--- src/tmb_pkg.sv ---
// package of constants and types for the timer internal bus access bridge
package tmb_pkg;
    localparam int          ADDR_W         = 16;
    localparam int          DATA_W         = 32;
    localparam int          TO_W           = 16;
    // status codes returned on the internal peripheral bus
    localparam logic [1:0]  STS_OK         = 2'h0;
    localparam logic [1:0]  STS_ERR2       = 2'h2;
    localparam logic [1:0]  STS_TIMEOUT    = 2'h3;
    // address decode: legacy global window, register slots in it, and the pll ram window
    localparam logic [15:0] LEGACY_BASE    = 16'hf000;
    localparam logic [15:0] LEGACY_MASK    = 16'hf000;
    localparam logic [15:0] AUX_SRC_ADDR   = 16'hf010;
    localparam logic [15:0] EXT_CAP_ADDR   = 16'hf020;
    localparam logic [15:0] XPT_ADDR       = 16'hf030;
    localparam logic [15:0] PLL_RAM_BASE   = 16'h8000;
    localparam logic [15:0] PLL_RAM_MASK   = 16'he000;
    localparam int          PLL_RAM_AW     = 3;
    localparam int          PLL_RAM_DEPTH  = 8;
    // wait cycles of a slow (N>1) target
    localparam logic [3:0]  SLOW_WAIT      = 4'h3;
    // reset values
    localparam logic [31:0] AUX_SRC_RST    = 32'h0000_0000;
    localparam logic [31:0] EXT_CAP_RST    = 32'h0000_0000;
    localparam int          XPT_VALID_BIT  = 31;
    typedef enum logic [1:0] {TMB_IDLE, TMB_WAIT, TMB_DONE} tmb_state_t;
    typedef enum logic [1:0] {TMB_RUN, TMB_HALT, TMB_RESTORE} tmb_dbg_t;
endpackage : tmb_pkg

--- src/tmb_seq_stage.sv ---
// single-entry sequencer request holding stage
`timescale 1ns/1ps
`default_nettype none
module tmb_seq_stage
    import tmb_pkg::*;
(
    input  wire logic              clk,
    input  wire logic              rst,
    input  wire logic              in_valid,
    output logic                   in_ready,
    input  wire logic              in_write,
    input  wire logic [ADDR_W-1:0] in_addr,
    input  wire logic [DATA_W-1:0] in_wdata,
    output logic                   out_valid,
    input  wire logic              out_ready,
    output logic                   out_write,
    output logic [ADDR_W-1:0]      out_addr,
    output logic [DATA_W-1:0]      out_wdata
);
    logic              full_r,  full_nxt;
    logic              wr_r,    wr_nxt;
    logic [ADDR_W-1:0] addr_r,  addr_nxt;
    logic [DATA_W-1:0] data_r,  data_nxt;

    // only an empty stage takes a request, so one entry at most waits
    assign in_ready  = !full_r;
    assign out_valid = full_r;
    assign out_write = wr_r;
    assign out_addr  = addr_r;
    assign out_wdata = data_r;

    // load when empty, drain on acceptance
    always_comb begin
        full_nxt = full_r;
        wr_nxt   = wr_r;
        addr_nxt = addr_r;
        data_nxt = data_r;
        if (full_r && out_ready) begin
            full_nxt = 1'b0;
        end else if (!full_r && in_valid) begin
            full_nxt = 1'b1;
            wr_nxt   = in_write;
            addr_nxt = in_addr;
            data_nxt = in_wdata;
        end
    end

    always_ff @(posedge clk) begin
        if (rst) begin
            full_r <= 1'b0;
            wr_r   <= 1'b0;
            addr_r <= '0;
            data_r <= '0;
        end else begin
            full_r <= full_nxt;
            wr_r   <= wr_nxt;
            addr_r <= addr_nxt;
            data_r <= data_nxt;
        end
    end
endmodule : tmb_seq_stage
`default_nettype wire

--- src/tmb_bridge.sv ---
// timer internal bus bridge: arbitration, error capture, legacy, timeout, debug restore
`timescale 1ns/1ps
`default_nettype none
module tmb_bridge
    import tmb_pkg::*;
(
    input  wire logic              clk,
    input  wire logic              rst,
    // host cpu/dma port
    input  wire logic              host_req,
    input  wire logic              host_write,
    input  wire logic [ADDR_W-1:0] host_addr,
    input  wire logic [DATA_W-1:0] host_wdata,
    output logic                   host_ack,
    output logic [DATA_W-1:0]      host_rdata,
    output logic [1:0]             host_status,
    // sequencer bus-master port
    input  wire logic              seq_valid,
    output logic                   seq_ready,
    input  wire logic              seq_write,
    input  wire logic [ADDR_W-1:0] seq_addr,
    input  wire logic [DATA_W-1:0] seq_wdata,
    output logic                   seq_ack,
    output logic [DATA_W-1:0]      seq_rdata,
    output logic [1:0]             seq_status,
    // configuration and status
    input  wire logic              cluster0_enable,
    input  wire logic              host_priority,
    input  wire logic [TO_W-1:0]   timeout_value,
    input  wire logic              timeout_mode_bit,
    input  wire logic              halt_req,
    output logic                   debug_mode,
    output logic                   irq_notification_err,
    output logic                   irq_notification_to,
    output logic [DATA_W-1:0]      bus_exception_capture_reg,
    output logic [DATA_W-1:0]      aux_input_source_reg,
    output logic [DATA_W-1:0]      external_capture_enable_reg
);
    logic              sq_valid, sq_ready, sq_write;
    logic [ADDR_W-1:0] sq_addr;
    logic [DATA_W-1:0] sq_wdata;

    tmb_seq_stage u_stage (
        .clk       (clk),
        .rst       (rst),
        .in_valid  (seq_valid),
        .in_ready  (seq_ready),
        .in_write  (seq_write),
        .in_addr   (seq_addr),
        .in_wdata  (seq_wdata),
        .out_valid (sq_valid),
        .out_ready (sq_ready),
        .out_write (sq_write),
        .out_addr  (sq_addr),
        .out_wdata (sq_wdata)
    );

    tmb_state_t        st_r,     st_nxt;
    tmb_dbg_t          dbg_r,    dbg_nxt;
    logic              own_seq_r, own_seq_nxt;
    logic              wr_r,     wr_nxt;
    logic [ADDR_W-1:0] addr_r,   addr_nxt;
    logic [DATA_W-1:0] wdata_r,  wdata_nxt;
    logic [3:0]        wait_r,   wait_nxt;
    logic [TO_W-1:0]   to_cnt_r, to_cnt_nxt;
    logic [DATA_W-1:0] rdata_r,  rdata_nxt;
    logic [1:0]        sts_r,    sts_nxt;
    logic              hack_r,   hack_nxt;
    logic              sack_r,   sack_nxt;
    logic [DATA_W-1:0] xpt_r,    xpt_nxt;
    logic              irq_e_r,  irq_e_nxt;
    logic              irq_t_r,  irq_t_nxt;
    logic [DATA_W-1:0] aux_r,    aux_nxt;
    logic [DATA_W-1:0] ext_r,    ext_nxt;
    logic [DATA_W-1:0] ram_r   [PLL_RAM_DEPTH];
    logic [DATA_W-1:0] ram_nxt [PLL_RAM_DEPTH];
    logic [DATA_W-1:0] shadow_r, shadow_nxt;
    logic [PLL_RAM_AW-1:0] shidx_r, shidx_nxt;
    logic              shv_r,    shv_nxt;
    logic              host_pend;
    logic              grant_seq;

    // host request only counts while no answer is standing
    assign host_pend = host_req && !hack_r;
    // sequencer first unless software flips priority
    assign grant_seq = sq_valid && (!host_priority || !host_pend);
    assign sq_ready  = (st_r == TMB_IDLE) && (dbg_r != TMB_RESTORE) && grant_seq; // one access in flight

    assign host_ack    = hack_r;
    assign host_rdata  = rdata_r;
    assign host_status = sts_r;
    assign seq_ack     = sack_r;
    assign seq_rdata   = rdata_r;
    assign seq_status  = sts_r;
    assign debug_mode  = (dbg_r == TMB_HALT);
    assign irq_notification_err        = irq_e_r;
    assign irq_notification_to         = irq_t_r;
    assign bus_exception_capture_reg   = xpt_r;
    assign aux_input_source_reg        = aux_r;
    assign external_capture_enable_reg = ext_r;

    // access engine, targets, capture, timeout and debug restore
    always_comb begin
        logic                  is_ram;
        logic                  legacy;
        logic [PLL_RAM_AW-1:0] idx;
        logic [1:0]            sts;
        logic                  fin;
        is_ram = 1'b0;
        legacy = 1'b0;
        idx    = '0;
        sts    = STS_OK;
        fin    = 1'b0;
        st_nxt = st_r;       dbg_nxt = dbg_r;      own_seq_nxt = own_seq_r;
        wr_nxt = wr_r;       addr_nxt = addr_r;    wdata_nxt = wdata_r;
        wait_nxt = wait_r;   to_cnt_nxt = to_cnt_r;
        rdata_nxt = rdata_r; sts_nxt = sts_r;
        hack_nxt = 1'b0;     sack_nxt = 1'b0;
        xpt_nxt = xpt_r;     irq_e_nxt = irq_e_r;  irq_t_nxt = irq_t_r;
        aux_nxt = aux_r;     ext_nxt = ext_r;
        shadow_nxt = shadow_r;
        shidx_nxt = shidx_r;
        shv_nxt = shv_r;
        for (int i = 0; i < PLL_RAM_DEPTH; i++) begin
            ram_nxt[i] = ram_r[i];
        end
        // halt entry and exit; restore replays shadow into ram
        case (dbg_r)
            TMB_RUN: begin
                if (halt_req) dbg_nxt = TMB_HALT;
            end
            TMB_HALT: begin
                if (!halt_req) dbg_nxt = TMB_RESTORE;
            end
            TMB_RESTORE: begin
                if (st_r == TMB_IDLE) begin
                    // only a write pending at halt entry is replayed, else ram stays as it is
                    if (shv_r) begin
                        ram_nxt[shidx_r] = shadow_r; // debug writes to that word are lost
                    end
                    shv_nxt = 1'b0;
                    dbg_nxt = TMB_RUN;
                end
            end
            default: dbg_nxt = TMB_RUN;
        endcase
        case (st_r)
            TMB_IDLE: begin
                if (dbg_r != TMB_RESTORE && (sq_valid || host_pend)) begin
                    own_seq_nxt = grant_seq;
                    wr_nxt      = grant_seq ? sq_write : host_write;
                    addr_nxt    = grant_seq ? sq_addr  : host_addr;
                    wdata_nxt   = grant_seq ? sq_wdata : host_wdata;
                    to_cnt_nxt  = '0;
                    // ram targets are slow, all others answer at once
                    if (((grant_seq ? sq_addr : host_addr) & PLL_RAM_MASK) == PLL_RAM_BASE) begin
                        wait_nxt = SLOW_WAIT;
                        st_nxt   = TMB_WAIT;
                    end else begin
                        wait_nxt = 4'h0;
                        st_nxt   = TMB_DONE;
                    end
                end
            end
            TMB_WAIT: begin
                wait_nxt   = wait_r - 4'h1;
                to_cnt_nxt = to_cnt_r + 1'b1;
                if (wait_r == 4'h1) st_nxt = TMB_DONE;
                // stall watchdog only guards host accesses
                if (!own_seq_r && timeout_value != '0 && to_cnt_r == timeout_value) begin
                    irq_t_nxt = 1'b1; // observe mode reports only
                    if (timeout_mode_bit) begin
                        st_nxt   = TMB_IDLE; // abort mode
                        fin      = 1'b1;
                        sts      = STS_TIMEOUT;
                        hack_nxt = 1'b1;
                        sts_nxt  = STS_TIMEOUT;
                    end
                end
            end
            TMB_DONE: begin
                st_nxt    = TMB_IDLE;
                fin       = 1'b1;
                is_ram    = (addr_r & PLL_RAM_MASK) == PLL_RAM_BASE;
                legacy    = (addr_r & LEGACY_MASK) == LEGACY_BASE;
                idx       = addr_r[PLL_RAM_AW+1:2];
                rdata_nxt = '0;
                sts       = STS_OK; // correct accesses answer 0
                if (addr_r[1:0] != 2'h0) begin
                    sts = STS_ERR2; // misaligned is a genuine fault
                end else if (is_ram) begin
                    if (wr_r) begin
                        ram_nxt[idx] = wdata_r;
                        // track sequencer write in flight at halt entry
                        if (own_seq_r && dbg_r == TMB_RUN && halt_req) begin
                            shadow_nxt = wdata_r;
                            shidx_nxt  = idx;
                            shv_nxt    = 1'b1;
                        end else if (dbg_r == TMB_HALT && shidx_r == idx) begin
                            shadow_nxt = shadow_r; // debug write lost on restore
                        end
                    end else begin
                        rdata_nxt = ram_r[idx]; // reads never touch ram
                    end
                end else if (addr_r == AUX_SRC_ADDR || addr_r == EXT_CAP_ADDR) begin
                    if (wr_r) begin
                        if (addr_r == AUX_SRC_ADDR) aux_nxt = wdata_r;
                        else ext_nxt = wdata_r;
                        if (!cluster0_enable) sts = STS_ERR2;
                    end else if (cluster0_enable) begin
                        rdata_nxt = (addr_r == AUX_SRC_ADDR) ? aux_r : ext_r;
                    end else begin
                        rdata_nxt = '0;
                    end
                end else if (addr_r == XPT_ADDR) begin
                    if (!wr_r) begin
                        rdata_nxt = (legacy && !cluster0_enable) ? '0 : xpt_r;
                        xpt_nxt   = '0; // read clears and re-arms
                    end
                end
                sts_nxt  = sts;
                hack_nxt = !own_seq_r;
                sack_nxt = own_seq_r;
            end
            default: st_nxt = TMB_IDLE;
        endcase
        // first faulted access is captured; later ones leave it
        if (fin && sts != STS_OK) begin
            if (sts == STS_ERR2) irq_e_nxt = 1'b1;
            if (!xpt_r[XPT_VALID_BIT]) begin
                xpt_nxt = {1'b1, 11'h0, sts, 2'h0, addr_r};
            end
        end
    end

    always_ff @(posedge clk) begin
        if (rst) begin
            st_r <= TMB_IDLE;     dbg_r <= TMB_RUN;  own_seq_r <= 1'b0;
            wr_r <= 1'b0;         addr_r <= '0;      wdata_r <= '0;
            wait_r <= 4'h0;       to_cnt_r <= '0;    rdata_r <= '0;
            sts_r <= STS_OK;      hack_r <= 1'b0;    sack_r <= 1'b0;
            xpt_r <= '0;          irq_e_r <= 1'b0;   irq_t_r <= 1'b0;
            aux_r <= AUX_SRC_RST; ext_r <= EXT_CAP_RST;
            shadow_r <= '0;       shidx_r <= '0;
            shv_r <= 1'b0;
            for (int i = 0; i < PLL_RAM_DEPTH; i++) begin
                ram_r[i] <= '0;
            end
        end else begin
            st_r <= st_nxt;       dbg_r <= dbg_nxt;  own_seq_r <= own_seq_nxt;
            wr_r <= wr_nxt;       addr_r <= addr_nxt; wdata_r <= wdata_nxt;
            wait_r <= wait_nxt;   to_cnt_r <= to_cnt_nxt; rdata_r <= rdata_nxt;
            sts_r <= sts_nxt;     hack_r <= hack_nxt; sack_r <= sack_nxt;
            xpt_r <= xpt_nxt;     irq_e_r <= irq_e_nxt; irq_t_r <= irq_t_nxt;
            aux_r <= aux_nxt;     ext_r <= ext_nxt;
            shadow_r <= shadow_nxt; shidx_r <= shidx_nxt;
            shv_r <= shv_nxt;
            for (int i = 0; i < PLL_RAM_DEPTH; i++) begin
                ram_r[i] <= ram_nxt[i];
            end
        end
    end
endmodule : tmb_bridge
`default_nettype wire

--- config.mk ---
export PLATFORM = sky130hd
export DESIGN_NAME = tmb_bridge
export DESIGN_NICKNAME = d
export VERILOG_FILES = /design/src/tmb_pkg.sv /design/src/tmb_seq_stage.sv /design/src/tmb_bridge.sv
export SDC_FILE = /design/constraint.sdc
export NUM_CORES = 1
export LEC_CHECK = 0
export ABC_AREA = 1
export BUFFER_PORTS_ARGS = -buffer_cell sky130_fd_sc_hd__buf_2
export CORE_MARGIN = 10
export CORE_UTILIZATION = 55
export DETAILED_ROUTE_END_ITERATION = 8
export PLACE_DENSITY = 0.74
export SYNTH_ARGS = -nofsm -noshare
export SYNTH_HDL_FRONTEND = slang
export SYNTH_SLANG_ARGS = --single-unit
--- constraint.sdc ---
create_clock -name clk -period 2.3 [get_ports clk]
set_input_delay 0.23 -clock clk [delete_from_list [all_inputs] [get_ports clk]]
set_output_delay 0.23 -clock clk [all_outputs]
set_load 0.005 [all_outputs]
## After elaboration in Yosys (flattened, before gate mapping)

Memory sizes are Yosys's and may differ from the RTL's. A register that Yosys moved wholly into a read port is not among the register bits.
Cells that the tools add are included.

| operators by class | value |
|---|---|
| add/subtract/negate cells | 2 |
| magnitude comparators | 4 |
| equality and inequality tests | 20 |
| mux-type cells | 84 |
| bitwise logic cells | 15 |
| reduce and logical (&&, ||, !) cells | 43 |

Operators with widths:

| cell | count |
|---|---|
| two-way mux 256 bit | 7 |
| two-way mux 32 bit | 29 |
| bitwise mux 256 bit | 2 |
| demux 32 bit (select 3 bit) | 2 |
| equality test 16 bit (second input constant) | 3 |
| two-way mux 2 bit | 18 |
| two-way mux 16 bit | 2 |
| one-hot mux 16 bit (2 select lines) | 1 |
| adder 16 x 1 -> 16 bit (second input constant) | 1 |
| equality test 16 bit | 1 |
| nonzero test 16 bit | 1 |
| logical AND 1 bit | 15 |
| two-way mux 1 bit | 13 |
| != test 2 bit (second input constant) | 6 |
| one-hot mux 2 bit (2 select lines) | 3 |
| AND reduction 6 bit | 2 |
| AND reduction 2 bit | 5 |
| greater-or-equal comparator 4 bit (second input constant) | 2 |
| < comparator 4 x 1 -> 1 bit (second input constant) | 2 |
| inverter 3 -> 4 bit | 2 |
| bitwise OR 1 bit | 8 |
| one-hot mux 4 bit (2 select lines) | 1 |
| nonzero test 2 bit | 4 |
| equality test 2 bit (second input constant) | 3 |
| 17 further kinds | 35 |

| storage, ports and cells | value |
|---|---|
| register bits | 294 |
| bits in writable memories | 256 |
| input bits | 122 |
| output and inout port bits | 170 |
| word-level logic and storage cells | 193 |
| memories | 1 |

Memories:

| memory | words | width | rd ports | clocked after memory_dff | wr ports | RTL line | source |
|---|---|---|---|---|---|---|---|
| ram_r | 8 | 32 | 9 | 1 | 8 | tmb_bridge.sv:75 | `logic [DATA_W-1:0] ram_r [PLL_RAM_DEPTH];` |

## Longest topological paths before layout

| depth | value |
|---|---|
| word-level depth | 15 |
| mapped depth | 14 |
| mapped depth without buffers | 13 |

## Cells and area by module

Synthesis repeated with hierarchy kept, for this count alone.

| second synthesis, totals | value |
|---|---|
| cell total of the unflattened synthesis | 4133 |
| area, all modules | 27679.0 um^2 |

By module, submodules not included:

| module | instances | cells an instance | area an instance (um^2) |
|---|---|---|---|
| tmb_bridge | 1 | 3810 | 25553.3 |
| tmb_seq_stage | 1 | 323 | 2125.8 |

## Worst setup path before layout

Ideal clock, no wire load.

| path | value |
|---|---|
| kind | reg2reg |
| start point | register st_r[0] |
| end point | register xpt_r[21], in the netlist bus_exception_capture_reg[21] |
| arrival | 1.711 ns |
| required time | 2.181 ns |
| path slack | 0.470 ns |
| cell stages (with the launch flop) | 11 |
| clock period less this slack | 1.830 ns |
| cells stage by stage | dfxtp_1 > inv_1 > ha_1 > inv_1 > nor2_2 > inv_1 > nor2_1 > inv_2 > o31ai_2 > buf_2 > nor3_1 |

| on the way | value |
|---|---|
| longest elaborated chain between the ends | 5 |
| elaborated cells between the ends (all ways) | 9 |
| classes of those cells | eq/ne (2); mux (5); reduce/logical (2) |

Ends and longest elaborated chain:

| item | RTL line | source |
|---|---|---|
| start: declaration | tmb_bridge.sv:58 | `tmb_state_t st_r, st_nxt;` |
| start signal: assignment | tmb_bridge.sv:250 | `st_r <= st_nxt; dbg_r <= dbg_nxt; own_seq_r <= own_seq_nxt;` |
| equality test 2 bit or equality test 2 x 1 -> 1 bit (tied branches) | tmb_bridge.sv:147 | `case (st_r)` |
| one-hot mux 2 bit (2 select lines) | tmb_bridge.sv:147 |  |
| nonzero test 2 bit | tmb_bridge.sv:228 | `if (fin && sts != STS_OK) begin` |
| logical AND 1 bit | tmb_bridge.sv:228 |  |
| two-way mux 32 bit (*) | tmb_bridge.sv:228 |  |
| end signal: assignment | tmb_bridge.sv:254 | `xpt_r <= xpt_nxt; irq_e_r <= irq_e_nxt; irq_t_r <= irq_t_nxt;` |
| end: declaration | tmb_bridge.sv:70 | `logic [DATA_W-1:0] xpt_r, xpt_nxt;` |

Mark *: on every way between the ends. The rest lies on a longest branch, timed or not.
A chain may end at the register's enable or synchronous reset.

## Worst setup path in the final report

| path | value |
|---|---|
| start point | register st_r[0] |
| end point | register shadow_r[9] |

| on the way | value |
|---|---|
| longest elaborated chain between the ends | 2 |

Ends and longest elaborated chain:

| item | RTL line | source |
|---|---|---|
| equality test 2 bit | tmb_bridge.sv:147 |  |
| AND reduction 5 bit (no source line) | - |  |
| end signal: assignment | tmb_bridge.sv:256 | `shadow_r <= shadow_nxt; shidx_r <= shidx_nxt;` |
| end: declaration | tmb_bridge.sv:77 | `logic [DATA_W-1:0] shadow_r, shadow_nxt;` |

No other way between the ends.

==> results.py <==
metrics = {
    "placement": {
        "post-place-ws_ps": 117,
        "dp_hpwl_um": 66500,
        "gp_congestion": 0.970,
        "port_buffers": 291,
        "dp.cells": 4840,
    },
    "power_and_ir_drop": {
        "vdd_drop_max_mv": 0.593,
        "intPower_mw": 17.0,
        "p_leak_nw": 14.8,
        "comb_power_share": 0.175,
        "clockPowerShare": 0.404,
        "p_switching_mw": 7.22,
        "pwr-share-seq": 0.422,
        "power.density_nw_per_um2": 735,
        "swShare": 0.298,
    },
    "critical_path": {
        "max_stage_delay_ps": 330,
        "crit_family": "buffers and inverters",
        "cp-start-kind": "flop",
        "worst-path-buf-inv": 4,
        "arrival_ps": 2700,
        "cp-end-kind": "flop",
        "crit-reg2reg-capture": "shadow_r[9]",
        "rrSetupSlack_ps": 100,
        "worstRegToRegCells": 10,
        "required_ps": 2800,
        "crit_type": "flop to flop",
        "path_cells": "inv_1 -> ha_1 -> buf_4 -> nand2_1 -> nor3_2 -> nand2_2 -> buf_12 -> o21ai_0 -> buf_4 -> a21oi_1",
        "cp_max_fo": 71,
        "cp_common_cell": "buf_4",
        "cp_slowest_cell": "dfxtp_1",
        "timing.rr.start": "st_r[0]",
    },
    "worst_hold_path": {
        "worstHoldPathType": "input pin to flop",
        "min-delay-start": "host_wdata[24]",
        "min_to": "wdata_r[24]",
        "hold_depth": 3,
    },
    "finish": {
        "nets": 4440,
        "final_common_cell": "nand2_1",
        "postLayoutCoreUtil": 0.659,
        "area_growth_syn_to_layout_pct": 18.5,
        "top_register": "ram_r",
        "final_cells": 5034,
        "drive_above_1_share": 0.131,
        "largest_reg_flops": 256,
        "final_cell_mix": "945 x nand2_1, 550 x o21ai_0, 550 x dfxtp_1, 425 x nor2_1, 419 x inv_1",
    },
    "global_route": {
        "antenna_found_initial": 3,
        "grt_pass1_wl_um": 155000,
        "grtUsageTotal": 0.322,
        "first_global_vias": 26518,
        "grt_use_met1": 0.413,
        "globalRouteMet3Util": 0.0521,
        "gr-total-overflow": 0,
        "grt_max_degree": 158,
        "use_met2": 0.506,
        "busiest_layer": "met2",
    },
    "drt": {
        "wl_um": 101000,
        "ant_nets": 0,
        "first_pass_iters": 6,
        "vias_per_cell": 5.84,
        "drtIter0Drc": 3524,
        "route.detailed.drc": 0,
        "wl_per_cell_um": 20.0,
        "vias": 29378,
    },
    "clock_network": {
        "cts_root_buf": "clkbuf_16",
        "numCtsBuffers": 59,
        "cts.sinks": 553,
        "clock_latency_ps": 630,
        "cts_tree": "done",
        "clk_pin_slew_ps": 60,
        "ctsLongestPathBuffers": 3,
        "h-tree-depth": 2,
    },
    "timing": {
        "timing.final.crit_share": 0.956,
        "setup_viol": 0,
        "rsz0062_at_grt": "true",
        "period_needed_ps": 2200,
        "setup_ws_ps": 101,
        "clock.fmax_mhz": 455,
        "slew_violations": 0,
        "worst_slew_pin_slew_ps": 807,
        "fin_skew_ps": 20.6,
        "maxSlewHeadroom": 0.462,
        "finalHoldViolCount": 0,
    },
    "logic_synthesis": {
        "synth_nets": 4246,
        "synthSimpleGateAreaFrac": 0.231,
        "synthAdderAreaFrac": 0.00270,
        "synth_top_family_by_area": "compound AO/OA/AOI/OAI gates",
        "synthCells": 4118,
        "synthXorXnorAreaFrac": 0.00252,
        "synth_warnings": 0,
        "syn-cell-area_um2": 27800,
        "synth_compound_gate_area_share": 0.250,
        "ys_ff_latch": 553,
        "muxShareOfSynthArea": 0,
        "ys_seq_area_frac": 0.398,
        "synth_cell_type_count": 39,
        "syn_avg_cell_area_um2": 6.76,
    },
    "floorplanning": {
        "start_util": 0.556,
        "dieArea_um2": 60000,
        "die_h_um": 245,
        "die_w_um": 245,
        "rows": 82,
        "pin_count": 292,
        "coreArea_um2": 50100,
    },
    "job": {
        "drv_cap": 0,
    },
    "status": {
        "status": "completed",
    },
}
[tightest hold or removal path: cells and delay by family]
family | cells | cell delay [ps]
buffers and inverters | 1 | 120
AO/OA/AOI/OAI | 2 | 220
[logic make-up (layout without fill, tap and decap cells)]
group / after synthesis / after routing
adder cells (fa/ha/maj): 6 / 6
AND/OR/NAND/NOR: 1598 / 1598
AO/OA/AOI/OAI: 1156 / 1156
buffers and inverters: 797 / 1038
flip-flops: 553 / 553
XOR/XNOR: 8 / 8
other: 0 / 3
[worst max-delay path by stage]
stage          startpoint                             to  slack [ps]  cells past startpoint
3_5_place_dp      st_r[0]                   ram_r[5][17]         120                     10
4_1_cts           st_r[0]                   ram_r[1][14]          90                     10
2_1_floorplan     st_r[0]  bus_exception_capture_reg[21]         470                     10
5_1_grt           st_r[1]                   ram_r[4][15]         -90                     10
3_3_place_gp      st_r[0]                    ram_r[7][7]         130                     10
6_report          st_r[0]                    shadow_r[9]         100                     10
[power by group through the flow]
stage	Clock, mW	Combinational, mW	Sequential [mW]
finish	9.77	4.23	10.2
detailed placement	0	3.97	10.4
global route	10.2	4.54	10.2
floorplan	0	2.41	10.3
global placement	0	3.95	10.4
CTS	9.81	4.10	10.2
[what timing repair did]
action | 4_1_cts | 5_1_grt
gates resized for setup | 0 | 10
buffers inserted | 0 | 1
setup endpoints to repair | 0 | 147
hold buffers | 82 | 0
endpoints found under the hold margin | 83 | 0
[per-layer routing]
metal	wire length, um	vias to the layer above
met2	45200	1727
met3	10100	304
met1	39600	13420
li1	-	13927
met5	0	-
met4	5870	0
[cell usage after synthesis]
cell | count | share of area
nor3b_1 | 1 | 0.00027
inv_2 | 12 | 0.0016
a31oi_1 | 1 | 0.00022
inv_1 | 421 | 0.057
buf_6 | 2 | 0.00081
a21oi_1 | 173 | 0.031
ha_1 | 6 | 0.0027
nand2_1 | 955 | 0.13
nor2_8 | 1 | 0.00072
nor2_2 | 2 | 0.00045
nor2_4 | 7 | 0.0028
buf_1 | 12 | 0.0016
xnor2_1 | 5 | 0.0016
buf_2 | 76 | 0.014
o21ai_2 | 1 | 0.00031
or2_2 | 2 | 0.00045
o31ai_2 | 1 | 0.00045
o31ai_1 | 1 | 0.00027
xor2_1 | 3 | 0.00094
nand2_2 | 6 | 0.0013
nand2_4 | 1 | 0.00040
o211ai_1 | 307 | 0.083
nand4_1 | 3 | 0.00067
clkinv_1 | 3 | 0.00040
and3_1 | 2 | 0.00045
a211oi_1 | 68 | 0.018
nand3_2 | 5 | 0.0018
dfxtp_1 | 553 | 0.40
nor2_1 | 427 | 0.058
a221oi_1 | 38 | 0.012
clkbuf_1 | 235 | 0.032
nand3b_1 | 8 | 0.0022
nor4_2 | 2 | 0.00090
nor3_1 | 33 | 0.0059
o211ai_2 | 10 | 0.0045
o21ai_1 | 3 | 0.00054
buf_4 | 36 | 0.0097
nand3_1 | 143 | 0.026
o21ai_0 | 553 | 0.099
[area by class of cell]
cell class              instances  area, um^2
repair buffers                494        3830
well taps                     672         841
flip-flops and latches        553       11100
clock inverters                12         166
clock buffers                  96        1810
fillers                      4365       17100
multi-input cells            2768       13600
inverters                     436        1650
diodes                          3        7.51
[through the flow]
step / setup TNS, ps / total power, mW / hold WS [ps] / cell area, um^2
floorplan: 0 / 12.7 / 365 / 27800
global placement: 0 / 14.4 / 437 / 30100
detailed placement: 0 / 14.4 / 436 / 30100
CTS: 0 / 24.1 / 2.82 / 32900
global route: -4080 / 25.0 / 14.8 / 33000
finish: 0 / 24.2 / 16.8 / 33000
Power figures use the tool's default switching activity.
